## src/design/scss_consts.svh

```systemverilog
`ifndef SCSS_CONSTS_SVH
`define SCSS_CONSTS_SVH

// register byte offsets
`define SCSS_OFS_OSC_CTRL 8'h00
`define SCSS_OFS_T1_CTRL 8'h04
`define SCSS_OFS_CONFIG 8'h08
`define SCSS_OFS_STATUS 8'h0C

// osc_control_reg fields
`define SCSS_OSC_SEL_LSB 0
`define SCSS_OSC_INTERNAL_FREQ_STABLE_FLAG_BIT 2
`define SCSS_OSC_STARTUP_DONE_FLAG_BIT 3
`define SCSS_OSC_IFREQ_LSB 4
// timer_one_control_reg fields
`define SCSS_T1_OSCEN_BIT 3
`define SCSS_T1_RUN_BIT 6
// config fields
`define SCSS_CFG_TWO_SPEED_BIT 3

// clock_select_field codes
`define SCSS_SEL_PRIMARY 2'h0
`define SCSS_SEL_SECONDARY 2'h1

// primary_osc_config codes
`define SCSS_CFG_LP 3'h0
`define SCSS_CFG_XT 3'h1
`define SCSS_CFG_HS 3'h2
`define SCSS_CFG_EC 3'h3
`define SCSS_CFG_INTERNAL_LOWFREQ_OSC_A 3'h4
`define SCSS_CFG_INTERNAL_LOWFREQ_OSC_B 3'h5

// reset values
`define SCSS_SEL_RST 2'h0
`define SCSS_IFREQ_RST 3'h0
`define SCSS_CFG_RST 3'h1
`define SCSS_TWO_SPEED_RST 1'b0

// timing
`define SCSS_OST_COUNT 1024
`define SCSS_HOLD_EDGES 8
`define SCSS_CLK_PERIOD_NS 40
`define SCSS_CPU_DELAY_NS 5000
`define SCSS_CPU_DELAY_CYC ((`SCSS_CPU_DELAY_NS + `SCSS_CLK_PERIOD_NS - 1) / `SCSS_CLK_PERIOD_NS)
`define SCSS_INTERNAL_FREQ_STABLE_FLAG_DELAY_MS 4
`define SCSS_INTERNAL_FREQ_STABLE_FLAG_DELAY_CYC ((`SCSS_INTERNAL_FREQ_STABLE_FLAG_DELAY_MS * 1000000) / `SCSS_CLK_PERIOD_NS)

// axi responses
`define SCSS_RESP_OKAY 2'h0
`define SCSS_RESP_SLVERR 2'h2

`endif

```

## src/design/scss_pkg.sv

```systemverilog
package scss_pkg;

  typedef enum logic [1:0] {
    SRC_PRIMARY,
    SRC_SECONDARY,
    SRC_INTERNAL_LOWFREQ_OSC
  } scss_src_e;

  typedef enum logic [2:0] {
    ST_RESET_WAIT,
    ST_RESET_EXTRA,
    ST_RUN,
    ST_OST_WAIT,
    ST_Q1_HOLD,
    ST_SLEEP,
    ST_WAKE_WAIT
  } scss_state_e;

  typedef struct packed {
    logic primary;
    logic secondary;
    logic internal_lowfreq_osc;
  } scss_osc_set_s;

  typedef struct packed {
    logic cpu_run;
    logic q1_hold;
    logic in_sleep;
    scss_src_e sys_src;
  } scss_core_s;

endpackage

```

## src/design/scss_fall_sync.sv

```systemverilog
`timescale 1ns/1ps
`default_nettype none
module scss_fall_sync
(
  // clock and reset
  input wire logic aclk,
  input wire logic aresetn,
  // oscillator pin
  input wire logic osc_pin,
  // one-cycle pulse per falling edge
  output logic fall
);
  // pin clocks faster than about aclk/4 alias; fine for slow sources only
  logic [2:0] sync_q;
  logic [2:0] sync_d;
  logic fall_q;
  logic fall_d;

  always_comb
  begin
    sync_d = {sync_q[1:0], osc_pin};
    fall_d = sync_q[2] & ~sync_q[1];
  end

  always_ff @(posedge aclk)
  begin
    if (!aresetn)
    begin
      sync_q <= 3'h0;
      fall_q <= 1'b0;
    end
    else
    begin
      sync_q <= sync_d;
      fall_q <= fall_d;
    end
  end

  assign fall = fall_q;
endmodule
`default_nettype wire

```

## src/design/scss_top.sv

```systemverilog
`timescale 1ns/1ps
`default_nettype none
`include "scss_consts.svh"
module scss_top
  import scss_pkg::*;
#(
  parameter int ADDR_W = 8,
  parameter int OST_CYCLES = `SCSS_OST_COUNT,
  parameter int HOLD_EDGES = `SCSS_HOLD_EDGES,
  parameter int CPU_CYCLES = `SCSS_CPU_DELAY_CYC,
  parameter int INTERNAL_FREQ_STABLE_FLAG_CYCLES = `SCSS_INTERNAL_FREQ_STABLE_FLAG_DELAY_CYC
)
(
  // clock and reset
  input wire logic aclk,
  input wire logic aresetn,
  // axi4-lite write
  input wire logic awvalid,
  output logic awready,
  input wire logic [ADDR_W-1:0] awaddr,
  input wire logic wvalid,
  output logic wready,
  input wire logic [31:0] wdata,
  input wire logic [3:0] wstrb,
  output logic bvalid,
  input wire logic bready,
  output logic [1:0] bresp,
  // axi4-lite read
  input wire logic arvalid,
  output logic arready,
  input wire logic [ADDR_W-1:0] araddr,
  output logic rvalid,
  input wire logic rready,
  output logic [31:0] rdata,
  output logic [1:0] rresp,
  // oscillator pins
  input wire logic prim_osc_pin,
  input wire logic sec_osc_pin,
  input wire logic internal_lowfreq_osc_osc_pin,
  // core side
  input wire logic sleep_req,
  input wire logic wake_irq,
  input wire logic wdt_uses_internal_lowfreq_osc,
  input wire logic fscm_uses_internal_lowfreq_osc,
  // outputs
  output scss_osc_set_s osc_en,
  output scss_core_s core
);
  localparam int OST_W = $clog2(OST_CYCLES + 1);
  localparam int HOLD_W = $clog2(HOLD_EDGES + 1);
  localparam int CPU_W = $clog2(CPU_CYCLES + 1);
  localparam int INTERNAL_FREQ_STABLE_FLAG_W = $clog2(INTERNAL_FREQ_STABLE_FLAG_CYCLES + 1);
  localparam logic [OST_W-1:0] OST_LAST = OST_W'(OST_CYCLES);
  localparam logic [HOLD_W-1:0] HOLD_LAST = HOLD_W'(HOLD_EDGES - 1);
  localparam logic [CPU_W-1:0] CPU_LAST = CPU_W'(CPU_CYCLES);
  localparam logic [INTERNAL_FREQ_STABLE_FLAG_W-1:0] INTERNAL_FREQ_STABLE_FLAG_LAST = INTERNAL_FREQ_STABLE_FLAG_W'(INTERNAL_FREQ_STABLE_FLAG_CYCLES - 1);

  function automatic scss_src_e src_of(input logic [1:0] sel);
    if (sel[1])
      return SRC_INTERNAL_LOWFREQ_OSC;
    else if (sel[0])
      return SRC_SECONDARY;
    else
      return SRC_PRIMARY;
  endfunction

  function automatic logic is_crystal(input logic [2:0] cfg);
    return (cfg == `SCSS_CFG_LP) || (cfg == `SCSS_CFG_XT) || (cfg == `SCSS_CFG_HS);
  endfunction

  // edge pulses
  logic prim_fall_raw;
  logic sec_fall;
  logic internal_lowfreq_osc_fall;
  scss_fall_sync u_prim
  (
    .aclk(aclk),
    .aresetn(aresetn),
    .osc_pin(prim_osc_pin),
    .fall(prim_fall_raw)
  );
  scss_fall_sync u_sec
  (
    .aclk(aclk),
    .aresetn(aresetn),
    .osc_pin(sec_osc_pin),
    .fall(sec_fall)
  );
  scss_fall_sync u_internal_lowfreq_osc
  (
    .aclk(aclk),
    .aresetn(aresetn),
    .osc_pin(internal_lowfreq_osc_osc_pin),
    .fall(internal_lowfreq_osc_fall)
  );

  // register group
  logic [1:0] sel_q, sel_d;
  logic [2:0] ifreq_q, ifreq_d;
  logic sec_en_q, sec_en_d;
  logic [2:0] cfg_q, cfg_d;
  logic two_q, two_d;
  logic bvalid_q, bvalid_d;
  logic [1:0] bresp_q, bresp_d;
  logic rvalid_q, rvalid_d;
  logic [31:0] rdata_q, rdata_d;
  logic [1:0] rresp_q, rresp_d;
  // sequencer group
  scss_state_e state_q, state_d;
  scss_src_e cur_q, cur_d;
  scss_src_e tgt_q, tgt_d;
  logic [OST_W-1:0] ost_q, ost_d;
  logic [HOLD_W-1:0] hold_q, hold_d;
  logic [CPU_W-1:0] cpu_q, cpu_d;
  logic [INTERNAL_FREQ_STABLE_FLAG_W-1:0] internal_freq_stable_flag_cnt_q, internal_freq_stable_flag_cnt_d;
  logic startup_done_flag_q, startup_done_flag_d;
  logic internal_freq_stable_flag_q, internal_freq_stable_flag_d;
  scss_osc_set_s osc_q, osc_d;
  scss_core_s core_q, core_d;

  logic wr_go;
  logic rd_go;
  logic [7:0] wa;
  logic [7:0] ra;
  logic crystal;
  logic prim_fall;
  logic tgt_fall;
  logic ost_done;
  logic cpu_done;
  logic need_ost;
  logic fast_start;
  scss_src_e want;

  // waiting for both channels keeps the write path free of staging flops
  assign wr_go = awvalid && wvalid && !bvalid_q;
  assign rd_go = arvalid && !rvalid_q;
  assign awready = wr_go;
  assign wready = wr_go;
  assign arready = !rvalid_q;
  assign wa = awaddr[7:0];
  assign ra = araddr[7:0];

  always_comb
  begin
    sel_d = sel_q;
    ifreq_d = ifreq_q;
    sec_en_d = sec_en_q;
    cfg_d = cfg_q;
    two_d = two_q;
    bvalid_d = bvalid_q && !bready;
    bresp_d = bresp_q;
    rvalid_d = rvalid_q && !rready;
    rdata_d = rdata_q;
    rresp_d = rresp_q;
    if (wr_go)
    begin
      bvalid_d = 1'b1;
      bresp_d = `SCSS_RESP_OKAY;
      unique case ({wa[7:2], 2'b00})
        `SCSS_OFS_OSC_CTRL:
          if (wstrb[0])
          begin
            sel_d = wdata[`SCSS_OSC_SEL_LSB +: 2];
            ifreq_d = wdata[`SCSS_OSC_IFREQ_LSB +: 3];
          end
        `SCSS_OFS_T1_CTRL:
          if (wstrb[0])
            sec_en_d = wdata[`SCSS_T1_OSCEN_BIT];
        `SCSS_OFS_CONFIG:
          if (wstrb[0])
          begin
            cfg_d = wdata[2:0];
            two_d = wdata[`SCSS_CFG_TWO_SPEED_BIT];
          end
        `SCSS_OFS_STATUS:
          bresp_d = `SCSS_RESP_OKAY;
        default:
          bresp_d = `SCSS_RESP_SLVERR;
      endcase
    end
    // select 01 without the enable does not stick; clearing the enable drops bit 0
    sel_d[0] = sel_d[0] & sec_en_d;
    if (rd_go)
    begin
      rvalid_d = 1'b1;
      rresp_d = `SCSS_RESP_OKAY;
      unique case ({ra[7:2], 2'b00})
        `SCSS_OFS_OSC_CTRL:
          rdata_d = {24'h00_0000, 1'b0, ifreq_q, startup_done_flag_q, internal_freq_stable_flag_q, sel_q};
        `SCSS_OFS_T1_CTRL:
          rdata_d = {24'h00_0000, 1'b0, cur_q == SRC_SECONDARY, 2'h0, sec_en_q, 3'h0};
        `SCSS_OFS_CONFIG:
          rdata_d = {28'h000_0000, two_q, cfg_q};
        `SCSS_OFS_STATUS:
          rdata_d = {24'h00_0000, core_q, osc_q};
        default:
        begin
          rdata_d = 32'h0000_0000;
          rresp_d = `SCSS_RESP_SLVERR;
        end
      endcase
    end
  end

  always_ff @(posedge aclk)
  begin
    if (!aresetn)
    begin
      sel_q <= `SCSS_SEL_RST;
      ifreq_q <= `SCSS_IFREQ_RST;
      sec_en_q <= 1'b0;
      cfg_q <= `SCSS_CFG_RST;
      two_q <= `SCSS_TWO_SPEED_RST;
      bvalid_q <= 1'b0;
      bresp_q <= `SCSS_RESP_OKAY;
      rvalid_q <= 1'b0;
      rdata_q <= 32'h0000_0000;
      rresp_q <= `SCSS_RESP_OKAY;
    end
    else
    begin
      sel_q <= sel_d;
      ifreq_q <= ifreq_d;
      sec_en_q <= sec_en_d;
      cfg_q <= cfg_d;
      two_q <= two_d;
      bvalid_q <= bvalid_d;
      bresp_q <= bresp_d;
      rvalid_q <= rvalid_d;
      rdata_q <= rdata_d;
      rresp_q <= rresp_d;
    end
  end

  // internal RC configured as primary counts on its own pin
  assign crystal = is_crystal(cfg_q);
  assign prim_fall = ((cfg_q == `SCSS_CFG_INTERNAL_LOWFREQ_OSC_A) || (cfg_q == `SCSS_CFG_INTERNAL_LOWFREQ_OSC_B)) ? internal_lowfreq_osc_fall : prim_fall_raw;
  assign tgt_fall = (tgt_q == SRC_PRIMARY) ? prim_fall : (tgt_q == SRC_SECONDARY) ? sec_fall : internal_lowfreq_osc_fall;
  assign ost_done = (ost_q == OST_LAST);
  assign cpu_done = (cpu_q == CPU_LAST);
  assign want = src_of(sel_q);
  assign need_ost = (tgt_q == SRC_PRIMARY) && crystal;
  assign fast_start = two_q && need_ost;

  always_comb
  begin
    state_d = state_q;
    cur_d = cur_q;
    tgt_d = tgt_q;
    ost_d = ost_q;
    hold_d = hold_q;
    cpu_d = cpu_q;
    startup_done_flag_d = startup_done_flag_q;
    if (prim_fall && !ost_done)
      ost_d = ost_q + OST_W'(1);
    if (!cpu_done)
      cpu_d = cpu_q + CPU_W'(1);
    unique case (state_q)
      ST_RESET_WAIT:
      begin
        if (fast_start)
          cur_d = SRC_INTERNAL_LOWFREQ_OSC;
        if (cpu_done && (!need_ost || ost_done))
          state_d = ST_RESET_EXTRA;
      end
      ST_RESET_EXTRA:
      begin
        cur_d = SRC_PRIMARY;
        startup_done_flag_d = 1'b1;
        state_d = ST_RUN;
      end
      ST_RUN:
        if (sleep_req)
          state_d = ST_SLEEP;
        else if (want != cur_q)
        begin
          tgt_d = want;
          hold_d = '0;
          ost_d = '0;
          if (want != SRC_PRIMARY)
            startup_done_flag_d = 1'b0;
          if ((want == SRC_PRIMARY) && crystal)
            state_d = ST_OST_WAIT;
          else
            state_d = ST_Q1_HOLD;
        end
      ST_OST_WAIT:
        // core keeps running on the old clock here
        if (sleep_req)
          state_d = ST_SLEEP;
        else if (want != tgt_q)
          state_d = ST_RUN;
        else if (ost_done)
        begin
          hold_d = '0;
          state_d = ST_Q1_HOLD;
        end
      ST_Q1_HOLD:
        if (tgt_fall)
        begin
          hold_d = hold_q + HOLD_W'(1);
          if (hold_q == HOLD_LAST)
          begin
            cur_d = tgt_q;
            startup_done_flag_d = (tgt_q == SRC_PRIMARY);
            state_d = ST_RUN;
          end
        end
      ST_SLEEP:
        if (wake_irq)
        begin
          tgt_d = want;
          cpu_d = '0;
          ost_d = '0;
          startup_done_flag_d = 1'b0;
          state_d = ST_WAKE_WAIT;
        end
      ST_WAKE_WAIT:
      begin
        if (fast_start && cpu_done)
          cur_d = SRC_INTERNAL_LOWFREQ_OSC;
        if (cpu_done && (!need_ost || ost_done))
        begin
          cur_d = tgt_q;
          startup_done_flag_d = (tgt_q == SRC_PRIMARY);
          state_d = ST_RUN;
        end
      end
    endcase
  end

  // stable flag for the scaled internal oscillator; code 0 is the raw RC
  logic internal_freq_stable_flag_run;
  assign internal_freq_stable_flag_run = (cur_q == SRC_INTERNAL_LOWFREQ_OSC) && (state_q == ST_RUN) && (ifreq_q != 3'h0);

  // derived outputs, one cycle behind the state they describe
  logic act_prim;
  logic act_sec;
  logic act_internal_lowfreq_osc;
  logic changing;
  logic awake;
  logic run_now;
  always_comb
  begin
    internal_freq_stable_flag_cnt_d = internal_freq_stable_flag_run && !internal_freq_stable_flag_q ? internal_freq_stable_flag_cnt_q + INTERNAL_FREQ_STABLE_FLAG_W'(1) : '0;
    internal_freq_stable_flag_d = internal_freq_stable_flag_run && (internal_freq_stable_flag_q || (internal_freq_stable_flag_cnt_q == INTERNAL_FREQ_STABLE_FLAG_LAST));
    awake = (state_q != ST_SLEEP);
    changing = (state_q == ST_Q1_HOLD) || (state_q == ST_OST_WAIT) || (state_q == ST_WAKE_WAIT);
    act_prim = ((cur_q == SRC_PRIMARY) && awake) || ((tgt_q == SRC_PRIMARY) && changing)
      || (state_q == ST_RESET_WAIT) || (state_q == ST_RESET_EXTRA);
    act_sec = ((cur_q == SRC_SECONDARY) && awake) || ((tgt_q == SRC_SECONDARY) && changing);
    act_internal_lowfreq_osc = ((cur_q == SRC_INTERNAL_LOWFREQ_OSC) && awake) || ((tgt_q == SRC_INTERNAL_LOWFREQ_OSC) && changing);
    osc_d.primary = act_prim;
    osc_d.secondary = sec_en_q || act_sec;
    osc_d.internal_lowfreq_osc = act_internal_lowfreq_osc || wdt_uses_internal_lowfreq_osc || fscm_uses_internal_lowfreq_osc
      || (act_prim && !crystal && cfg_q[2] && !cfg_q[1]);
    run_now = (state_q == ST_RUN) || (state_q == ST_OST_WAIT)
      || (fast_start && cpu_done && ((state_q == ST_RESET_WAIT) || (state_q == ST_WAKE_WAIT)));
    core_d.cpu_run = run_now;
    core_d.q1_hold = !run_now && awake;
    core_d.in_sleep = (state_q == ST_SLEEP) || ((state_q == ST_WAKE_WAIT) && !run_now);
    core_d.sys_src = cur_q;
  end

  always_ff @(posedge aclk)
  begin
    if (!aresetn)
    begin
      state_q <= ST_RESET_WAIT;
      cur_q <= SRC_PRIMARY;
      tgt_q <= SRC_PRIMARY;
      ost_q <= '0;
      hold_q <= '0;
      cpu_q <= '0;
      internal_freq_stable_flag_cnt_q <= '0;
      startup_done_flag_q <= 1'b0;
      internal_freq_stable_flag_q <= 1'b0;
      osc_q <= 3'h4;
      core_q <= 5'h08;
    end
    else
    begin
      state_q <= state_d;
      cur_q <= cur_d;
      tgt_q <= tgt_d;
      ost_q <= ost_d;
      hold_q <= hold_d;
      cpu_q <= cpu_d;
      internal_freq_stable_flag_cnt_q <= internal_freq_stable_flag_cnt_d;
      startup_done_flag_q <= startup_done_flag_d;
      internal_freq_stable_flag_q <= internal_freq_stable_flag_d;
      osc_q <= osc_d;
      core_q <= core_d;
    end
  end

  assign bvalid = bvalid_q;
  assign bresp = bresp_q;
  assign rvalid = rvalid_q;
  assign rdata = rdata_q;
  assign rresp = rresp_q;
  assign osc_en = osc_q;
  assign core = core_q;
endmodule
`default_nettype wire

```

## config.mk

```make
export PLATFORM = sky130hd
export DESIGN_NAME = scss_top
export DESIGN_NICKNAME = d
export VERILOG_FILES = /design/src/design/scss_pkg.sv /design/src/design/scss_fall_sync.sv /design/src/design/scss_top.sv
export VERILOG_INCLUDE_DIRS = /design/src /design/src/design
export SDC_FILE = /design/constraint.sdc
export NUM_CORES = 1
export LEC_CHECK = 0
export ABC_AREA = 1
export BUFFER_PORTS_ARGS = -buffer_cell sky130_fd_sc_hd__buf_2
export CELL_PAD_IN_SITES_DETAIL_PLACEMENT = 1
export CELL_PAD_IN_SITES_GLOBAL_PLACEMENT = 1
export CORE_MARGIN = 2
export CORE_UTILIZATION = 34
export DETAILED_ROUTE_END_ITERATION = 6
export GPL_ROUTABILITY_DRIVEN = 0
export PLACE_DENSITY_LB_ADDON = 0.1
export SLEW_MARGIN = 30
export SYNTH_ARGS = -nofsm -noshare
export SYNTH_HDL_FRONTEND = slang
export SYNTH_HIERARCHICAL = 1
export SYNTH_SLANG_ARGS = --single-unit
```

## constraint.sdc

```tcl
create_clock -name aclk -period 1.64 [get_ports aclk]
set_clock_uncertainty 0.1 [all_clocks]
set_input_delay 0 -clock aclk [delete_from_list [all_inputs] [get_ports aclk]]
set_output_delay 0 -clock aclk [all_outputs]
set_load 0.01 [all_outputs]
```

* Yosys cells after proc, flatten, opt, wreduce, memory -nomap -nowiden
Cells that the tools add are included.
Storage, ports and cells: output and inout port bits 49, logic and storage cells 227, flip-flop bits (word level) 116, input port bits 66
Operators by class: $add $sub $neg 4, mux-type cells 61, bitwise gates (word level) 7, reduce and logical (&&, ||, !) cells 80, equality and inequality tests 42
Operators by type and width (number):
- two-way mux 11 bit | 4
- two-way mux 3 bit | 11
- one-hot mux 8 bit (4 select lines) | 1
- logical AND 1 bit | 27
- == test 6 x 2 -> 1 bit (second input constant) | 4
- two-way mux 4 bit | 6
- != test 2 bit (second input constant) | 12
- two-way mux 2 bit | 11
- one-hot mux 11 bit (2 select lines) | 1
- two-way mux 7 bit | 3
- one-hot mux 3 bit (7 select lines) | 1
- logical OR 1 bit | 20
- two-way mux 1 bit | 19
- adder 17 x 1 -> 17 bit (second input constant) | 1
- == test 17 bit (second input constant) | 1
- == test 3 bit (second input constant) | 5
- AND reduction 7 bit | 2
- == test 6 x 1 -> 1 bit (second input constant) | 2
- zero test 6 bit | 2
- one-hot mux 4 bit (3 select lines) | 1
- adder 11 x 1 -> 11 bit (second input constant) | 1
- == test 11 bit (second input constant) | 1
- zero test 1 bit | 10
- == test 3 x 2 -> 1 bit (second input constant) | 3
- 27 further kinds | 45

* Logic depth before layout (Yosys ltp)
depth in word-level cells 11, depth in mapped cells 12

* Modules after synthesis
The synthesis kept the hierarchy.
By module, submodules not included:
- scss_top | times used 1, area each 4404.2 µm², cells each 639
- scss_fall_sync | times used 3, area each 110.1 µm², cells each 12

* Least setup slack after synthesis
No wires, ideal clock.
kind reg2reg, start reg ost_q[0], end reg ost_q[10], clock period less this slack 1638 ps, slack 2 ps, stages on the path, launching flop included 11, library setup time 114 ps, data arrival time 1424 ps, cells stage by stage dfxtp_1 inv_1 ha_1 nand2_1 nor2_1 nand2_1 nand2_2 nor2_1 nand2_1 xor2_1 nor2_1
On the way: longest elaborated chain between the ends 7
RTL lines:
- start, declared | RTL line scss_top.sv:112 | logic [OST_W-1:0] ost_q, ost_d;
- start signal, assigned | RTL line scss_top.sv:386 | ost_q <= ost_d;
- branches (longest 3 deep; another with adder 11 x 1 -> 11 bit)
- two-way mux 11 bit * | RTL line scss_top.sv:254 | if (prim_fall && !ost_done)
- two-way mux 11 bit | RTL line scss_top.sv:275 | else if (want != cur_q)
- two-way mux 11 bit | RTL line scss_top.sv:273 | if (sleep_req)
- one-hot mux 11 bit (2 select lines) * | RTL line scss_top.sv:258 | unique case (state_q)
Mark *: on every way between the ends. A chain may end at the register's enable or synchronous reset.

* Worst setup path after layout
start reg ost_q[1], end reg hold_q[1]
On the way: longest elaborated chain between the ends 3
RTL lines:
- == test 11 bit | RTL line scss_top.sv:239 | assign ost_done = (ost_q == OST_LAST);
- != test 2 bit (no line)
- AND reduction 7 bit (no line)
- end signal, assigned | RTL line scss_top.sv:387 | hold_q <= hold_d;
- end, declared | RTL line scss_top.sv:113 | logic [HOLD_W-1:0] hold_q, hold_d;
Every way passes these cells.

==> impl_metrics.yaml <==
power:
  power.combinational.fraction_pct: 35.2
  power_frac_seq_pct: 35.4
  power_spent_charging_and_discharging_nets_w: 0.002592
  share_clk_of_total_power_pct: 29.4
  cellInternalPower_w: 0.004595
  sw_frac_of_total_pct: 36.06
  max-vdd-ir-drop_uv: 484.2
  p_leak_nw: 3.189
  cellPowerDensity_nw_per_um2: 1053
timing:
  hold_viol: 0
  setup_viol: 1
  layout_setup_ws_ns: -0.005222
  fin_setup_tns_ns: -0.005222
  slew_violations: 0
  maxClockFrequency_mhz: 607.8
  setup_repair_after_global_routing_missed_its_margin: "true"
  post-route-min-period_ns: 1.645
  final.period_utilization_pct: 100.3
global_route:
  grt_start_max_net_pins: 17
  met1_resource_use_gr_pct: 25.36
  use_met2_pct: 36.07
  global_routing_usage_on_met3_pct: 3.371
  gr_usage_total_pct: 20.53
  via_count_of_the_first_global_routing_pass: 4988
  global_route.peak_usage_layer: "met2"
  initial_antenna_violation_count: 0
  global_route_wire_length_before_repair_um: 24030
  global_route.overflow_total: 0
worst_setup_path:
  critical_path.cell_chain: "inv_2 -> ha_4 -> nand2_4 -> nor2_4 -> nand2_4 -> nand2_2 -> nand2_2 -> nor2_4 -> buf_4 -> nand3_1 -> nand2_1 -> nor2_1"
  cp.required_ns: 1.78
  worst_path_largest_cell_delay_ns: 0.33
  critPathMaxFanout: 6
  critical_path.n_buffers_inverters: 2
  crit_type: "flop to flop"
  worst_setup_path_end_kind: "flop"
  startpoint_type: "flop"
  crit_path_max_delay_cell_type: "sky130_fd_sc_hd__dfxtp_2"
  critical_path.top_delay_family: "simple AND/OR/NAND/NOR gates"
  arrival_ns: 1.79
layout:
  layout-drive-gt1-share_pct: 33.84
  fin_nets: 928
  fillerInstances: 1754
  antennaDiodeCount: 0
  final_design_area_no_fill_um2: 6824
  area_growth_syn_to_layout_pct: 44.13
synthesis:
  yosys.cell_count.top_type: "sky130_fd_sc_hd__nand2_1"
  synthesis.instances: 675
  post-synth-top-area-fraction_pct: 38.05
  yosys-top-cells-count: "161 x sky130_fd_sc_hd__nand2_1, 96 x sky130_fd_sc_hd__nor2_1, 90 x sky130_fd_sc_hd__dfxtp_1"
  synth.yosys.warnings: 6
  postSynthRegisterBits: 90
  netlist_area_um2: 4735
  synth_top_flop_cell: "sky130_fd_sc_hd__dfxtp_1"
  ys_async_sr_fraction_pct: 0
  synth.lib_cells_used.distinct: 50
  syn_area_per_cell_um2: 7.014
  synthTopCellsByArea: "sky130_fd_sc_hd__dfxtp_1 38%, sky130_fd_sc_hd__nand2_1 13%, sky130_fd_sc_hd__nor2_1 7.6%"
  ys_seq_area_share_pct: 38.05
  synth_edf_count: 0
  netlist.top_cell.by_area: "sky130_fd_sc_hd__dfxtp_1"
placement:
  dp_hpwl_um: 11020
  dpl_cell_area_um2: 5657
  count_of_buffers_from_port_buffering: 56
  placement.setup.worst_slack_ns: -0.1607
clocking:
  clockBufferDepth: 2
  cts_tree: "done"
  clock_latency_on_the_worst_skew_pair_ns: 0.35
  clk_root_buffer_cell: "sky130_fd_sc_hd__clkbuf_16"
  cts.htree.levels: 3
  cts-buffers-inserted: 9
  clock_sink_count: 90
  cts.clk_slew.worst_paths_ns: 0.07
worst_hold_path:
  timing.hold.worst.class: "input port to flop"
routing:
  drt_iter0_drc: 108
  vias_per_cell: 4.684
  detail-route-antenna-nets: 0
  drt_pass1_iterations: 4
  remaining_drc_errors: 0
  num_vias: 4871
  drt-total-wl_um: 15040
  average_detailed_routed_wire_length_per_instance_um: 14.46
floorplan:
  floorplan.die.width_um: 122.0
  rows: 43
  dieArea_um2: 14890
  core_um2: 13720
  dieHeight_um: 122.0
  io_pins: 115
  start_util_pct: 34.51
outcome:
  outcome: "finished with violations"
  violations: "setup timing"
run:
  drv_cap: 0
==> state kept, by name, summed over array words and instances, names as in the netlist, 2 cells and up <==
signal and count:
cpu_q 7, cur_q 2, hold_q 4, osc_en 3
cfg_q 3, internal_freq_stable_flag_cnt_q 17, u_sec/sync_q 3, u_prim/sync_q 3
core 5, rdata 8, state_q 3, u_internal_lowfreq_osc/sync_q 3
sel_q 2, tgt_q 2, ifreq_q 3, ost_q 11
==> layer usage <==
metal	wire [um]	up-vias
li1	-	2443
met1	6617	2345
met2	7706	64
met3	485	19
met4	232	0
met5	0	-
==> what timing repair did <==
item	in CTS	in global routing
setup endpoints to repair	30	46
pin swaps	15	40
hold buffers	29	0
gates resized for setup	41	91
endpoints found under the hold margin	26	0
buffers inserted	8	12
==> worst min-delay path, delay by kind of cell <==
kind            cells  cell delay [ns]
compound gates      1             0.11
buf+inv             2             0.24
simple gates        2             0.10
==> metrics by stage <==
step | util, % | hold WS (ns) | total power [W] | std cells
global placement | 41.23 | 0.07705 | 0.004532 | 976
detailed placement | 41.23 | 0.08711 | 0.004597 | 976
floorplan | - | -0.006547 | 0.003825 | 700
global route | 49.74 | 0.07198 | 0.007579 | 1040
finish | 49.74 | 0.03612 | 0.007187 | 1040
CTS | 46.83 | 0.02999 | 0.006900 | 1028
==> cell usage in the layout, fill, tap and decap left out, types with 12 or more instances in the layout <==
cell type and count:
sky130_fd_sc_hd__nand2_1 133, sky130_fd_sc_hd__conb_1 26, sky130_fd_sc_hd__inv_1 74, sky130_fd_sc_hd__nand2_2 25, sky130_fd_sc_hd__nor2_1 78, sky130_fd_sc_hd__buf_2 56
sky130_fd_sc_hd__dfxtp_1 77, sky130_fd_sc_hd__o21ai_0 15, sky130_fd_sc_hd__nor2_4 12, sky130_fd_sc_hd__inv_2 13, sky130_fd_sc_hd__dlygate4sd3_1 29, sky130_fd_sc_hd__a21oi_1 34
sky130_fd_sc_hd__nand3_1 37, sky130_fd_sc_hd__nor2_2 12, sky130_fd_sc_hd__buf_4 92, sky130_fd_sc_hd__xor2_1 13
==> power by group through the flow <==
| stage | Sequential (W) | Clock, W | Combinational (W) |
|---|---|---|---|
| after global placement | 0.00255 | 0 | 0.00198 |
| after floorplan | 0.00253 | 0 | 0.00130 |
| after CTS | 0.00252 | 0.00215 | 0.00223 |
| after detailed placement | 0.00256 | 0 | 0.00204 |
| after global routing | 0.00257 | 0.00224 | 0.00277 |
| final | 0.00255 | 0.00211 | 0.00253 |
==> area by class of cell <==
type / instances / area, um2 / area share [%]
clock inverter: 6 / 67.56 / 0.9901
inverter: 92 / 360.3 / 5.281
tap: 180 / 225.2 / 3.300
sequential: 90 / 1828 / 26.79
timing repair buffer: 181 / 1315 / 19.27
multi-input combinational: 482 / 2803 / 41.07
clock buffer: 9 / 225.2 / 3.300
==> kinds of logic (layout without fill, tap and decap cells) <==
group           count (synthesis)  after routing  synth area share [%]
fa+ha+maj                       6              6                 1.586
compound gates                 75             75                 8.933
mux                             1              1                0.2378
xor+xnor                       17             17                 3.145
simple gates                  357            357                 35.07
other cells                     1             26               0.07921
flops                          90             90                 38.06
buf+inv                       128            288                 12.90
==> worst paths after layout <==
check              startpoint          end  cells after the start  slack (ns)
max                  ost_q[1]    hold_q[1]                     12      -0.005
min                    wvalid     bresp[1]                      5        0.04
max reg2reg          ost_q[1]    hold_q[1]                     12      -0.005
min reg2reg  u_prim/sync_q[1]  u_prim/fall                      1        0.31
(Power assumes the default switching activity.)
